==> src/design/sspc_consts.vh <==
`ifndef SSPC_CONSTS_VH
`define SSPC_CONSTS_VH

// Register offsets on the plain register port
`define SSPC_ADDR_W          2
`define SSPC_OFF_STATUS      2'h0
`define SSPC_OFF_CTRL_ONE    2'h1
`define SSPC_OFF_CTRL_TWO    2'h2
`define SSPC_OFF_BUFFER      2'h3

// Reset values
`define SSPC_RST_BYTE        8'h00

// serial_status fields
`define SSPC_ST_PHASE        7
`define SSPC_ST_CKE          6
`define SSPC_ST_DATA_ADDR    5
`define SSPC_ST_STOP         4
`define SSPC_ST_START        3
`define SSPC_ST_RW           2
`define SSPC_ST_UPD          1
`define SSPC_ST_FULL         0

// serial_control_one fields
`define SSPC_C1_COLL         7
`define SSPC_C1_OVF          6
`define SSPC_C1_EN           5
`define SSPC_C1_POL          4
`define SSPC_C1_MODE_HI      3
`define SSPC_C1_MODE_LO      0

// serial_control_two fields
`define SSPC_C2_GCALL        7
`define SSPC_C2_ACKRX        6
`define SSPC_C2_ACKV         5
`define SSPC_C2_REQ_HI       4
`define SSPC_C2_REQ_LO       0

// Request vector positions (ack, receive, stop, restart, start)
`define SSPC_REQ_ACK         4
`define SSPC_REQ_RCV         3
`define SSPC_REQ_STOP        2
`define SSPC_REQ_RESTART     1
`define SSPC_REQ_START       0

// Mode select codes
`define SSPC_M_SPI_DIV4      4'h0
`define SSPC_M_SPI_DIV16     4'h1
`define SSPC_M_SPI_DIV64     4'h2
`define SSPC_M_SPI_TMR       4'h3
`define SSPC_M_SPI_SLV_SS    4'h4
`define SSPC_M_SPI_SLV       4'h5
`define SSPC_M_I2C_SLV7      4'h6
`define SSPC_M_I2C_SLV10     4'h7
`define SSPC_M_I2C_MST       4'h8
`define SSPC_M_I2C_FWMST     4'hb
`define SSPC_M_I2C_SLV7_IRQ  4'he
`define SSPC_M_I2C_SLV10_IRQ 4'hf

// Master bit clock terminal counts, one less than the divide in system clock cycles
`define SSPC_DIV4            6'h03
`define SSPC_DIV16           6'h0f
`define SSPC_DIV64           6'h3f

`endif

==> src/design/sspc_regs.v <==
// Added by the designer: strobed register access and the address map.
`timescale 1ns/10ps
`default_nettype none
`include "sspc_consts.vh"

// Behaviour
// - SPI master samples at end when phase set
// - Shift edge from clock edge and polarity
// - Start/stop seen flags, cleared when disabled
// - I2C master buffer write when blocked collides
// - SPI slave overflow discards new byte
// - SPI master never sets overflow
// - I2C receive overflow, ignored when transmitting
// - Enable routes SPI pins to port
// - SPI idle clock level follows polarity
// - I2C slave polarity bit releases clock
// - Mode codes select SPI master/slave variants
// - Acknowledge request sends ack value, self-clears
// - Stop request self-clears when done
// - Restart request self-clears when done
// - Start request self-clears when done
// - Buffer read clears buffer full
module sspc_regs (
   // Clock and reset
   input  wire       i_clock,
   input  wire       i_rst_n,
   // Register port
   input  wire [1:0] i_addr,
   input  wire [7:0] i_wdata,
   input  wire       i_wr,
   input  wire       i_rd,
   output reg  [7:0] o_rdata,
   // Shift engine events and state
   input  wire       i_byte_done,
   input  wire [7:0] i_rx_byte,
   input  wire       i_shift_busy,
   input  wire       i_tx_busy,
   input  wire       i_bus_blocked,
   input  wire       i_start_seen,
   input  wire       i_stop_seen,
   input  wire       i_addr_match,
   input  wire       i_rw_bit,
   input  wire       i_last_was_data,
   input  wire       i_addr_update,
   input  wire       i_ack_rx_status,
   input  wire [4:0] i_seq_done,
   input  wire       i_timer_tick,
   // Shift engine control
   output reg  [7:0] o_tx_byte,
   output reg        o_tx_load,
   output reg  [4:0] o_seq_request,
   output wire       o_ack_value,
   output wire       o_bit_tick,
   output wire       o_sample_at_end,
   output wire       o_shift_on_rise,
   // Mode decode
   output wire       o_spi_master,
   output wire       o_spi_slave,
   output wire       o_ss_control,
   output wire       o_i2c_master,
   output wire       o_i2c_slave,
   output wire       o_addr_10bit,
   output wire       o_start_stop_irq,
   output wire       o_general_call,
   output wire       o_mode_reserved,
   // Pin routing
   output wire       o_spi_pins_on,
   output wire       o_i2c_pins_on,
   output wire       o_sck_idle_level,
   output wire       o_scl_hold_low
);

   reg  [7:0] status_reg;
   reg  [7:0] status_next;
   reg  [7:0] ctrl_one_reg;
   reg  [7:0] ctrl_one_next;
   reg  [7:0] ctrl_two_reg;
   reg  [7:0] ctrl_two_next;
   reg  [7:0] buffer_reg;
   reg  [7:0] buffer_next;
   reg  [7:0] tx_next;
   reg        load_next;
   reg  [7:0] rdata_next;

   wire [3:0] mode;
   wire       enable;
   wire       spi_mode;
   wire       i2c_mode;
   wire       idle;
   wire       wr_status;
   wire       wr_one;
   wire       wr_two;
   wire       wr_buf;
   wire       rd_buf;
   wire       collide;
   wire       overflow;
   wire       buf_full;

   // Mode class decoding, shared by routing and flag logic
   function is_spi_master;
      input [3:0] m;
      begin
         is_spi_master = (m <= `SSPC_M_SPI_TMR);
      end
   endfunction

   function is_spi_slave;
      input [3:0] m;
      begin
         is_spi_slave = (m == `SSPC_M_SPI_SLV_SS) || (m == `SSPC_M_SPI_SLV);
      end
   endfunction

   function is_i2c_master;
      input [3:0] m;
      begin
         is_i2c_master = (m == `SSPC_M_I2C_MST) || (m == `SSPC_M_I2C_FWMST);
      end
   endfunction

   function is_i2c_slave;
      input [3:0] m;
      begin
         is_i2c_slave = (m == `SSPC_M_I2C_SLV7) || (m == `SSPC_M_I2C_SLV10) ||
                        (m == `SSPC_M_I2C_SLV7_IRQ) || (m == `SSPC_M_I2C_SLV10_IRQ);
      end
   endfunction

   assign mode     = ctrl_one_reg[`SSPC_C1_MODE_HI:`SSPC_C1_MODE_LO];
   assign enable   = ctrl_one_reg[`SSPC_C1_EN];
   assign spi_mode = is_spi_master(mode) | is_spi_slave(mode);
   assign i2c_mode = is_i2c_master(mode) | is_i2c_slave(mode);
   assign buf_full = status_reg[`SSPC_ST_FULL];

   // Mode outputs, only live while the port is enabled, except o_mode_reserved and o_ack_value
   assign o_spi_master     = enable & is_spi_master(mode);
   assign o_spi_slave      = enable & is_spi_slave(mode);
   assign o_ss_control     = enable & (mode == `SSPC_M_SPI_SLV_SS);
   assign o_i2c_master     = enable & is_i2c_master(mode);
   assign o_i2c_slave      = enable & is_i2c_slave(mode);
   assign o_addr_10bit     = o_i2c_slave & mode[0];
   assign o_start_stop_irq = o_i2c_slave & mode[3];
   assign o_mode_reserved  = ~spi_mode & ~i2c_mode;
   assign o_general_call   = o_i2c_slave & ctrl_two_reg[`SSPC_C2_GCALL];
   assign o_ack_value      = ctrl_two_reg[`SSPC_C2_ACKV];

   // Pin routing and clock levels
   assign o_spi_pins_on    = enable & spi_mode;
   assign o_i2c_pins_on    = enable & i2c_mode;
   assign o_sck_idle_level = ctrl_one_reg[`SSPC_C1_POL];
   assign o_scl_hold_low   = o_i2c_slave & ~ctrl_one_reg[`SSPC_C1_POL];
   // Phase only acts in SPI master mode; sample at end is held low in every other mode
   assign o_sample_at_end  = o_spi_master & status_reg[`SSPC_ST_PHASE];
   assign o_shift_on_rise  = status_reg[`SSPC_ST_CKE] ^ ctrl_one_reg[`SSPC_C1_POL];

   // Idle when no transmit and no pending request
   assign idle = ~(status_reg[`SSPC_ST_RW] | (|ctrl_two_reg[`SSPC_C2_REQ_HI:`SSPC_C2_REQ_LO]));

   // Register port strobes
   assign wr_status = i_wr & (i_addr == `SSPC_OFF_STATUS);
   assign wr_one    = i_wr & (i_addr == `SSPC_OFF_CTRL_ONE);
   assign wr_two    = i_wr & (i_addr == `SSPC_OFF_CTRL_TWO);
   assign wr_buf    = i_wr & (i_addr == `SSPC_OFF_BUFFER);
   assign rd_buf    = i_rd & (i_addr == `SSPC_OFF_BUFFER);

   // Buffer writes that cannot be taken; the word is dropped
   assign collide = wr_buf & enable &
                    ((is_i2c_master(mode) & (~idle | i_bus_blocked)) |
                     (~is_i2c_master(mode) & i_shift_busy));

   // Overflow only in SPI slave and I2C modes; in I2C modes only on a byte received while not transmitting
   assign overflow = enable & i_byte_done & buf_full & ~rd_buf &
                     (is_spi_slave(mode) |
                      (i2c_mode & ~i_tx_busy));

   // Master bit rate enable; the low mode bits pick the rate
   sspc_rate_div u_rate_div (
      .i_clock      (i_clock),
      .i_rst_n      (i_rst_n),
      .i_run        (o_spi_master),
      .i_rate_sel   (mode[1:0]),
      .i_timer_tick (i_timer_tick),
      .o_bit_tick   (o_bit_tick)
   );

   // Status register: two config bits, the rest follow the engine
   always @* begin
      status_next = status_reg;
      if (wr_status) begin
         status_next[`SSPC_ST_PHASE] = i_wdata[`SSPC_ST_PHASE];
         status_next[`SSPC_ST_CKE] = i_wdata[`SSPC_ST_CKE];
      end
      if (!enable || !i2c_mode) begin
         status_next[`SSPC_ST_STOP]      = 1'b0;
         status_next[`SSPC_ST_START]     = 1'b0;
         status_next[`SSPC_ST_RW]        = 1'b0;
         status_next[`SSPC_ST_UPD]       = 1'b0;
         status_next[`SSPC_ST_DATA_ADDR] = 1'b0;
      end else begin
         // Whichever condition came last wins
         if (i_start_seen) begin
            status_next[`SSPC_ST_START] = 1'b1;
            status_next[`SSPC_ST_STOP]  = 1'b0;
         end else if (i_stop_seen) begin
            status_next[`SSPC_ST_STOP]  = 1'b1;
            status_next[`SSPC_ST_START] = 1'b0;
         end
         if (is_i2c_master(mode)) begin
            status_next[`SSPC_ST_RW] = i_tx_busy;
         end else if (i_addr_match) begin
            status_next[`SSPC_ST_RW] = i_rw_bit;
         end
         if (i_byte_done) begin
            status_next[`SSPC_ST_DATA_ADDR] = i_last_was_data;
         end
         status_next[`SSPC_ST_UPD] = is_i2c_slave(mode) & mode[0] & i_addr_update;
      end
      // Buffer full: a new byte beats a same-cycle read
      if (rd_buf) begin
         status_next[`SSPC_ST_FULL] = 1'b0;
      end
      if (enable && i_byte_done && !overflow) begin
         status_next[`SSPC_ST_FULL] = 1'b1;
      end
      if (!enable) begin
         status_next[`SSPC_ST_FULL] = 1'b0;
      end
   end

   // Control one: error flags are cleared by software, set wins
   always @* begin
      ctrl_one_next = ctrl_one_reg;
      if (wr_one) begin
         ctrl_one_next = i_wdata;
      end
      if (collide) begin
         ctrl_one_next[`SSPC_C1_COLL] = 1'b1;
      end
      if (overflow) begin
         ctrl_one_next[`SSPC_C1_OVF] = 1'b1;
      end
   end

   // Control two: requests taken only by an idle, enabled master
   always @* begin
      ctrl_two_next = ctrl_two_reg;
      ctrl_two_next[`SSPC_C2_ACKRX] = i_ack_rx_status;
      if (wr_two) begin
         ctrl_two_next[`SSPC_C2_GCALL] = i_wdata[`SSPC_C2_GCALL];
         ctrl_two_next[`SSPC_C2_ACKV]  = i_wdata[`SSPC_C2_ACKV];
         if (o_i2c_master && idle) begin
            ctrl_two_next[`SSPC_C2_REQ_HI:`SSPC_C2_REQ_LO] =
               i_wdata[`SSPC_C2_REQ_HI:`SSPC_C2_REQ_LO];
         end
      end
      // Engine completion clears each request bit by itself
      ctrl_two_next[`SSPC_C2_REQ_HI:`SSPC_C2_REQ_LO] =
         ctrl_two_next[`SSPC_C2_REQ_HI:`SSPC_C2_REQ_LO] & ~i_seq_done;
      if (!o_i2c_master) begin
         ctrl_two_next[`SSPC_C2_REQ_HI:`SSPC_C2_REQ_LO] = 5'h00;
      end
   end

   // Buffer: receive path, and transmit hand-off when no collision
   always @* begin
      buffer_next = buffer_reg;
      tx_next     = o_tx_byte;
      load_next   = 1'b0;
      if (wr_buf && enable && !collide) begin
         buffer_next = i_wdata;
         tx_next     = i_wdata;
         load_next   = 1'b1;
      end
      // Overflowed byte is discarded, the old one kept
      if (enable && i_byte_done && !overflow) begin
         buffer_next = i_rx_byte;
      end
   end

   // Read data mux, unmapped offsets cannot occur with two bits
   always @* begin
      case (i_addr)
         `SSPC_OFF_STATUS:   rdata_next = status_reg;
         `SSPC_OFF_CTRL_ONE: rdata_next = ctrl_one_reg;
         `SSPC_OFF_CTRL_TWO: rdata_next = ctrl_two_reg;
         `SSPC_OFF_BUFFER:   rdata_next = buffer_reg;
         default:            rdata_next = `SSPC_RST_BYTE;
      endcase
      if (!i_rd) begin
         rdata_next = `SSPC_RST_BYTE;
      end
   end

   // State registers, all zero at reset
   always @(posedge i_clock) begin
      if (!i_rst_n) begin
         status_reg    <= `SSPC_RST_BYTE;
         ctrl_one_reg  <= `SSPC_RST_BYTE;
         ctrl_two_reg  <= `SSPC_RST_BYTE;
         buffer_reg    <= `SSPC_RST_BYTE;
         o_tx_byte     <= `SSPC_RST_BYTE;
         o_tx_load     <= 1'b0;
         o_seq_request <= 5'h00;
         o_rdata       <= `SSPC_RST_BYTE;
      end else begin
         status_reg    <= status_next;
         ctrl_one_reg  <= ctrl_one_next;
         ctrl_two_reg  <= ctrl_two_next;
         buffer_reg    <= buffer_next;
         o_tx_byte     <= tx_next;
         o_tx_load     <= load_next;
         o_seq_request <= ctrl_two_next[`SSPC_C2_REQ_HI:`SSPC_C2_REQ_LO];
         o_rdata       <= rdata_next;
      end
   end

endmodule
`default_nettype wire

==> src/design/sspc_rate_div.v <==
`timescale 1ns/10ps
`default_nettype none
`include "sspc_consts.vh"

module sspc_rate_div (
   // Clock and reset
   input  wire       i_clock,
   input  wire       i_rst_n,
   // Control
   input  wire       i_run,
   input  wire [1:0] i_rate_sel,
   input  wire       i_timer_tick,
   // Rate output
   output reg        o_bit_tick
);

   reg  [5:0] count_reg;
   reg  [5:0] count_next;
   reg        tmr_half_reg;
   reg        tmr_half_next;
   reg        tick_next;
   reg  [5:0] limit;

   // Divider terminal count per rate selection
   always @* begin
      case (i_rate_sel)
         2'h0:    limit = `SSPC_DIV4;
         2'h1:    limit = `SSPC_DIV16;
         default: limit = `SSPC_DIV64;
      endcase
   end

   // Timer rate halves the timer ticks; others count system clocks
   always @* begin
      count_next    = count_reg;
      tmr_half_next = tmr_half_reg;
      tick_next     = 1'b0;
      if (!i_run) begin
         count_next    = 6'h00;
         tmr_half_next = 1'b0;
      end else if (i_rate_sel == 2'h3) begin
         if (i_timer_tick) begin
            tmr_half_next = ~tmr_half_reg;
            tick_next     = tmr_half_reg;
         end
      end else if (count_reg >= limit) begin
         count_next = 6'h00;
         tick_next  = 1'b1;
      end else begin
         count_next = count_reg + 6'h01;
      end
   end

   // Restart from zero whenever the port stops, so the first bit is full length
   always @(posedge i_clock) begin
      if (!i_rst_n) begin
         count_reg    <= 6'h00;
         tmr_half_reg <= 1'b0;
         o_bit_tick   <= 1'b0;
      end else begin
         count_reg    <= count_next;
         tmr_half_reg <= tmr_half_next;
         o_bit_tick   <= tick_next;
      end
   end

endmodule
`default_nettype wire

==> config.mk <==
export PLATFORM = sky130hd
export DESIGN_NAME = sspc_regs
export DESIGN_NICKNAME = d
export VERILOG_FILES = /design/src/design/sspc_regs.v /design/src/design/sspc_rate_div.v
export VERILOG_INCLUDE_DIRS = /design/src /design/src/design
export SDC_FILE = /design/constraint.sdc
export NUM_CORES = 1
export LEC_CHECK = 0
export BUFFER_PORTS_ARGS = -buffer_cell sky130_fd_sc_hd__buf_2
export CAP_MARGIN = 30
export CORE_UTILIZATION = 45
export CTS_CLUSTER_DIAMETER = 60
export CTS_CLUSTER_SIZE = 40
export DETAILED_ROUTE_END_ITERATION = 8
export GPL_TIMING_DRIVEN = 0
export PLACE_DENSITY = 0.71
export SYNTH_ARGS = -nofsm -noshare
export SYNTH_HDL_FRONTEND = slang
export SYNTH_HIERARCHICAL = 1
export SYNTH_SLANG_ARGS = --single-unit
==> constraint.sdc <==
create_clock -name i_clock -period 2.2 [get_ports i_clock]
set_input_delay 0.44 -clock i_clock [delete_from_list [all_inputs] [get_ports i_clock]]
set_output_delay 0.44 -clock i_clock [all_outputs]
set_load 0.01 [all_outputs]
### After elaboration in Yosys (flattened, before gate mapping)

Cells that the tools add are included.
Widths: inputs -> output; s select.

| word-level totals | value |
|---|---|
| register bits | 62 |
| output and inout bits | 39 |
| word-level logic and storage cells | 134 |
| bits of input ports | 39 |

| cells by class | value |
|---|---|
| bitwise logic cells | 47 |
| reduce and logical (&&, ||, !) cells | 30 |
| order comparisons | 2 |
| eq/ne operators | 13 |
| $add $sub $neg | 1 |
| multiplexer cells | 21 |

Operator list:

| kind | number |
|---|---|
| $pmux 8 s4 | 1 |
| $and 1x1->1 | 29 |
| $mux 8 | 3 |
| $eq 4x3->1 const B | 4 |
| $eq 4x4->1 const B | 4 |
| $mux 5 | 3 |
| $mux 1 | 12 |
| $pmux 6 s2 | 1 |
| $reduce_bool 2->1 | 6 |
| $not 1->1 | 9 |
| $reduce_and 2->1 | 4 |
| $add 6x1->6 const B | 1 |
| $eq 2x2->1 const B | 3 |
| $ge 6x6->1 | 1 |
| $logic_or 1x1->1 | 6 |
| $mux 6 | 1 |
| $or 1x1->1 | 6 |
| $and 5x5->5 | 1 |
| $logic_and 1x1->1 | 5 |
| $not 5->5 | 1 |
| $reduce_or 5->1 | 1 |
| $eq 2x1->1 const B | 2 |
| $le 4x2->1 const B | 1 |
| $logic_not 1->1 | 4 |
| other kinds (4) | 5 |

### Longest topological paths before layout

| depth | value |
|---|---|
| depth after elaboration | 11 |
| mapped depth | 8 |
| depth with buffers taken out | 5 |

### Modules after synthesis

The synthesis kept the hierarchy.

Modules (own cells, without submodules):

| module | times used | area each (um^2) | sequential area each (um^2) | cells an instance |
|---|---|---|---|---|
| sspc_regs | 1 | 2203.4 | 980.9 | 233 |
| sspc_rate_div | 1 | 461.7 | 160.2 | 45 |

### Worst setup path after synthesis

Ideal clock, no wire load.

| timing | value |
|---|---|
| path kind | register to output |
| start point | register ctrl_one_reg[5] |
| end point | output port o_ss_control |
| path slack | 462 ps |
| cell stages (with the launch flop) | 5 |
| data required time | 1760 ps |
| buffers on the path | 1 |
| data arrival time | 1298 ps |
| cells stage by stage | dfxtp_1 > clkbuf_1 > nand2b_1 > nor3b_1 > nor2b_1 |

| on the way | value |
|---|---|
| word-level cells in the longest chain between the ends | 1 |

RTL lines:

| item | RTL line | text |
|---|---|---|
| start, declared | sspc_regs.v:75 | `reg [7:0] ctrl_one_reg;` |
| start signal, assigned | sspc_regs.v:298 | `` ctrl_one_reg <= `SSPC_RST_BYTE; `` |
| start signal, assigned | sspc_regs.v:307 | `ctrl_one_reg <= ctrl_one_next;` |
| $and 1x1->1 | sspc_regs.v:138 | `` assign o_ss_control = enable & (mode == `SSPC_M_SPI_SLV_SS); `` |
| end, declared | sspc_regs.v:59 | `output wire o_ss_control,` |

Every way passes these cells.

### Final worst setup path

| timing | value |
|---|---|
| start point | register ctrl_one_reg[2] |
| end point | output port o_start_stop_irq |

| on the way | value |
|---|---|
| word-level cells in the longest chain between the ends | 6 |
| elaborated cells on any way between the ends | 9 |
| classes of those cells | eq/ne: 4; bitwise: 2; reduce/logical: 3 |

RTL lines:

| item | RTL line | text |
|---|---|---|
| $eq 4x3->1 (no source line) | -- |  |
| $logic_or 1x1->1 (2 in a row) | sspc_regs.v:124 | `` is_i2c_slave = (m == `SSPC_M_I2C_SLV7) \|\| (m == `SSPC_M_I2C_SLV10) \|\| `` |
| $logic_or 1x1->1 * | sspc_regs.v:124 |  |
| $and 1x1->1 * | sspc_regs.v:140 | `assign o_i2c_slave = enable & is_i2c_slave(mode);` |
| $and 1x1->1 * | sspc_regs.v:142 | `assign o_start_stop_irq = o_i2c_slave & mode[3];` |
| end, declared | sspc_regs.v:63 | `output wire o_start_stop_irq,` |

Mark *: on every way between the ends. The rest lies on a longest branch, timed or not.

==> qor.csv <==
metric;value;unit
synthTopCellsByCount;dfxtp_1, nand2_1, nor2_1, a21oi_1, mux2i_1;
met3_length;590;µm
ys_seq_area_share;42.8;%
p_clk_share;47.6;%
grt_first_pass_wirelength;10900;µm
die_h;79.0;µm
cts_buffers;9;
start_kind;flip-flop;
finalSetupTns;0;ns
syn_to_final_growth;26.5;%
required;1.76;ns
globalRouteOverflowTotal;0;
grt_antenna_before_repair;0;
slew_headroom;59.8;%
synthTopCellsByArea;dfxtp_1, mux4_2, mux2i_1;
start_util;47.5;%
highest_layer;met4;
power_density;693;mW/mm²
cp-end-kind;output pin;
cp.arrival;1.60;ns
fmax;0.491;GHz
avgSynthCellArea;9.59;µm²
synth_cells;278;
crit_chain;clkbuf_1 -> and3_1 -> and2_1 -> buf_2;
p_seq_share;45.3;%
slowest_delay;0.35;ns
post-synth-top-area-cell;dfxtp_1;
clock_path_buffers;2;
yosys_warnings;6;
place_inst;427;
syn_area;0.00267;mm²
final-hold-violation-count;0;
critPathKind;reg -> out;
vias_per_cell;5.54;
grt_pass1_vias;2234;
cts.clk_slew.worst_paths;0.06;ns
setup_viol;0;
wl_met1;3120;µm
drt_iter0_drc;159;
numPortBuffers;77;
rows;27;
period_needed;2.04;ns
p_sw;0.520;mW
worst_clock_skew;0.00462;ns
track_usage;23.5;%
dp_hpwl;5120;µm
tightest_slew;0.602;ns
grt_max_degree;11;
wl_met2;2930;µm
switching_share;22.3;%
place_area;0.00314;mm²
synth-main-ff-cell;dfxtp_1;
die_w;79.0;µm
diodes;0;
p_comb_share;7.0;%
io_pins;78;
worst-path-buf-inv;2;
ir_drop;390;µV
p_leak;1.55;nW
slowest_stage;dfxtp_1;
wire_per_inst;15.4;µm
status;complete, no violations;
synth.top_cell.area_share;42.8;%
route.antenna.remaining_nets;0;
crit_fanout;10;
coreArea;0.00561;mm²
period_share;92.6;%
synth_fp_nets;320;
drc;0;
ys_ff_latch;57;
cpLargestDelayFamily;simple AND/OR/NAND/NOR gates;
ys_async_sr_fraction;0;%
drive_gt1_share;35.0;%
post-cts-setup-buffer-count;0;
nNetsFinal;408;
synth.most_common_cell;dfxtp_1;
place_congestion;0.806;
num_vias;2456;
instances_no_fill;443;
synth_edf_count;0;
cts_tree;done;
cts.sinks;57;
rsz0062_at_grt;false;
die_area;0.00623;mm²
maxCapViolations;0;
hold_class;in -> reg;
ys_types;48;
first_pass_iters;4;
maxSlewViolCount;0;
cts_root_buf;clkbuf_8;
ctsHtreeMaxLevel;3;
design_area;0.00337;mm²
insertion_delay;0.33;ns
wl;6820;µm
intPower;1.82;mW
## layer usage
metal	vias to the layer above	GRT usage, %
met5	-	0
met4	0	12.2
met3	16	5.98
met2	123	34.0
met1	1134	32.1
li1	1183	-
## metrics by stage
stage               total power [mW]  hold slack (ns)  setup slack (ns)  utilization, %
floorplan                       1.17            0.445             0.462               -
global placement                1.24            0.445             0.313            56.0
detailed placement              1.25            0.449             0.284            56.0
CTS                             2.35            0.247            0.0204            60.1
global route                    2.42            0.243            0.0760            60.1
finish                          2.34            0.261             0.163            60.1
## cell type report
cell class                 instances  area, µm²
fill                             483       2240
multi-input combinational        197       1370
sequential                        57       1140
clock buffer                      11        151
buffer                            20        138
tap                               72       90.1
timing repair buffer              77        385
clock inverter                     5       77.6
inverter                           4       15.0
## cells in the final DEF, fill, tap and decap left out, drive strengths merged, types with 3 or more instances in the layout
cell type / Yosys / routed
mux2i: 15 / 15
dfxtp: 57 / 57
a2111oi: 3 / 3
inv: 4 / 4
and3: 11 / 11
nor3b: 3 / 3
xor2: 4 / 4
nor4: 4 / 4
nor2b: 3 / 3
or3: 3 / 3
nor2: 24 / 24
clkbuf: 6 / 17
nand3: 5 / 5
o21ai: 12 / 12
nor3: 8 / 8
mux4: 8 / 8
nand4: 3 / 3
buf: 14 / 91
nand2: 33 / 33
ha: 3 / 3
a21oi: 19 / 19
and2: 5 / 5
a31oi: 9 / 9
## path summary, 6_finish.rpt
check / start / end / slack (ns) / depth (start not counted)
setup reg to reg: ctrl_one_reg[1] / u_rate_div/o_bit_tick / 0.38 / 5
setup / recovery: ctrl_one_reg[2] / o_start_stop_irq / 0.16 / 4
hold / removal: i_seq_done[3] / o_seq_request[3] / 0.26 / 2
hold reg to reg: o_tx_byte[5] / o_tx_byte[5] / 0.46 / 2
## power by group through the flow
stage | Combinational (mW) | Sequential (mW) | Clock (mW)
floorplan | 0.0897 | 1.08 | 0
global placement | 0.162 | 1.08 | 0
detailed placement | 0.163 | 1.08 | 0
CTS | 0.164 | 1.06 | 1.13
global route | 0.180 | 1.06 | 1.18
finish | 0.165 | 1.06 | 1.11
## kinds of logic after synthesis
| family | synth area share, % |
|---|---|
| AO/OA/AOI/OAI | 14.6 |
| adder cells (fa/ha/maj) | 1.41 |
| multiplexers | 12.4 |
| AND/OR/NAND/NOR | 21.1 |
| buffers and inverters | 5.68 |
| flip-flops | 42.8 |
| XOR/XNOR | 1.92 |
## repair_timing
item,4_1_cts,5_1_grt
setup endpoints to repair,0,5
hold buffers,0,0
resized for setup,0,3
Power figures use the tool's default switching activity.
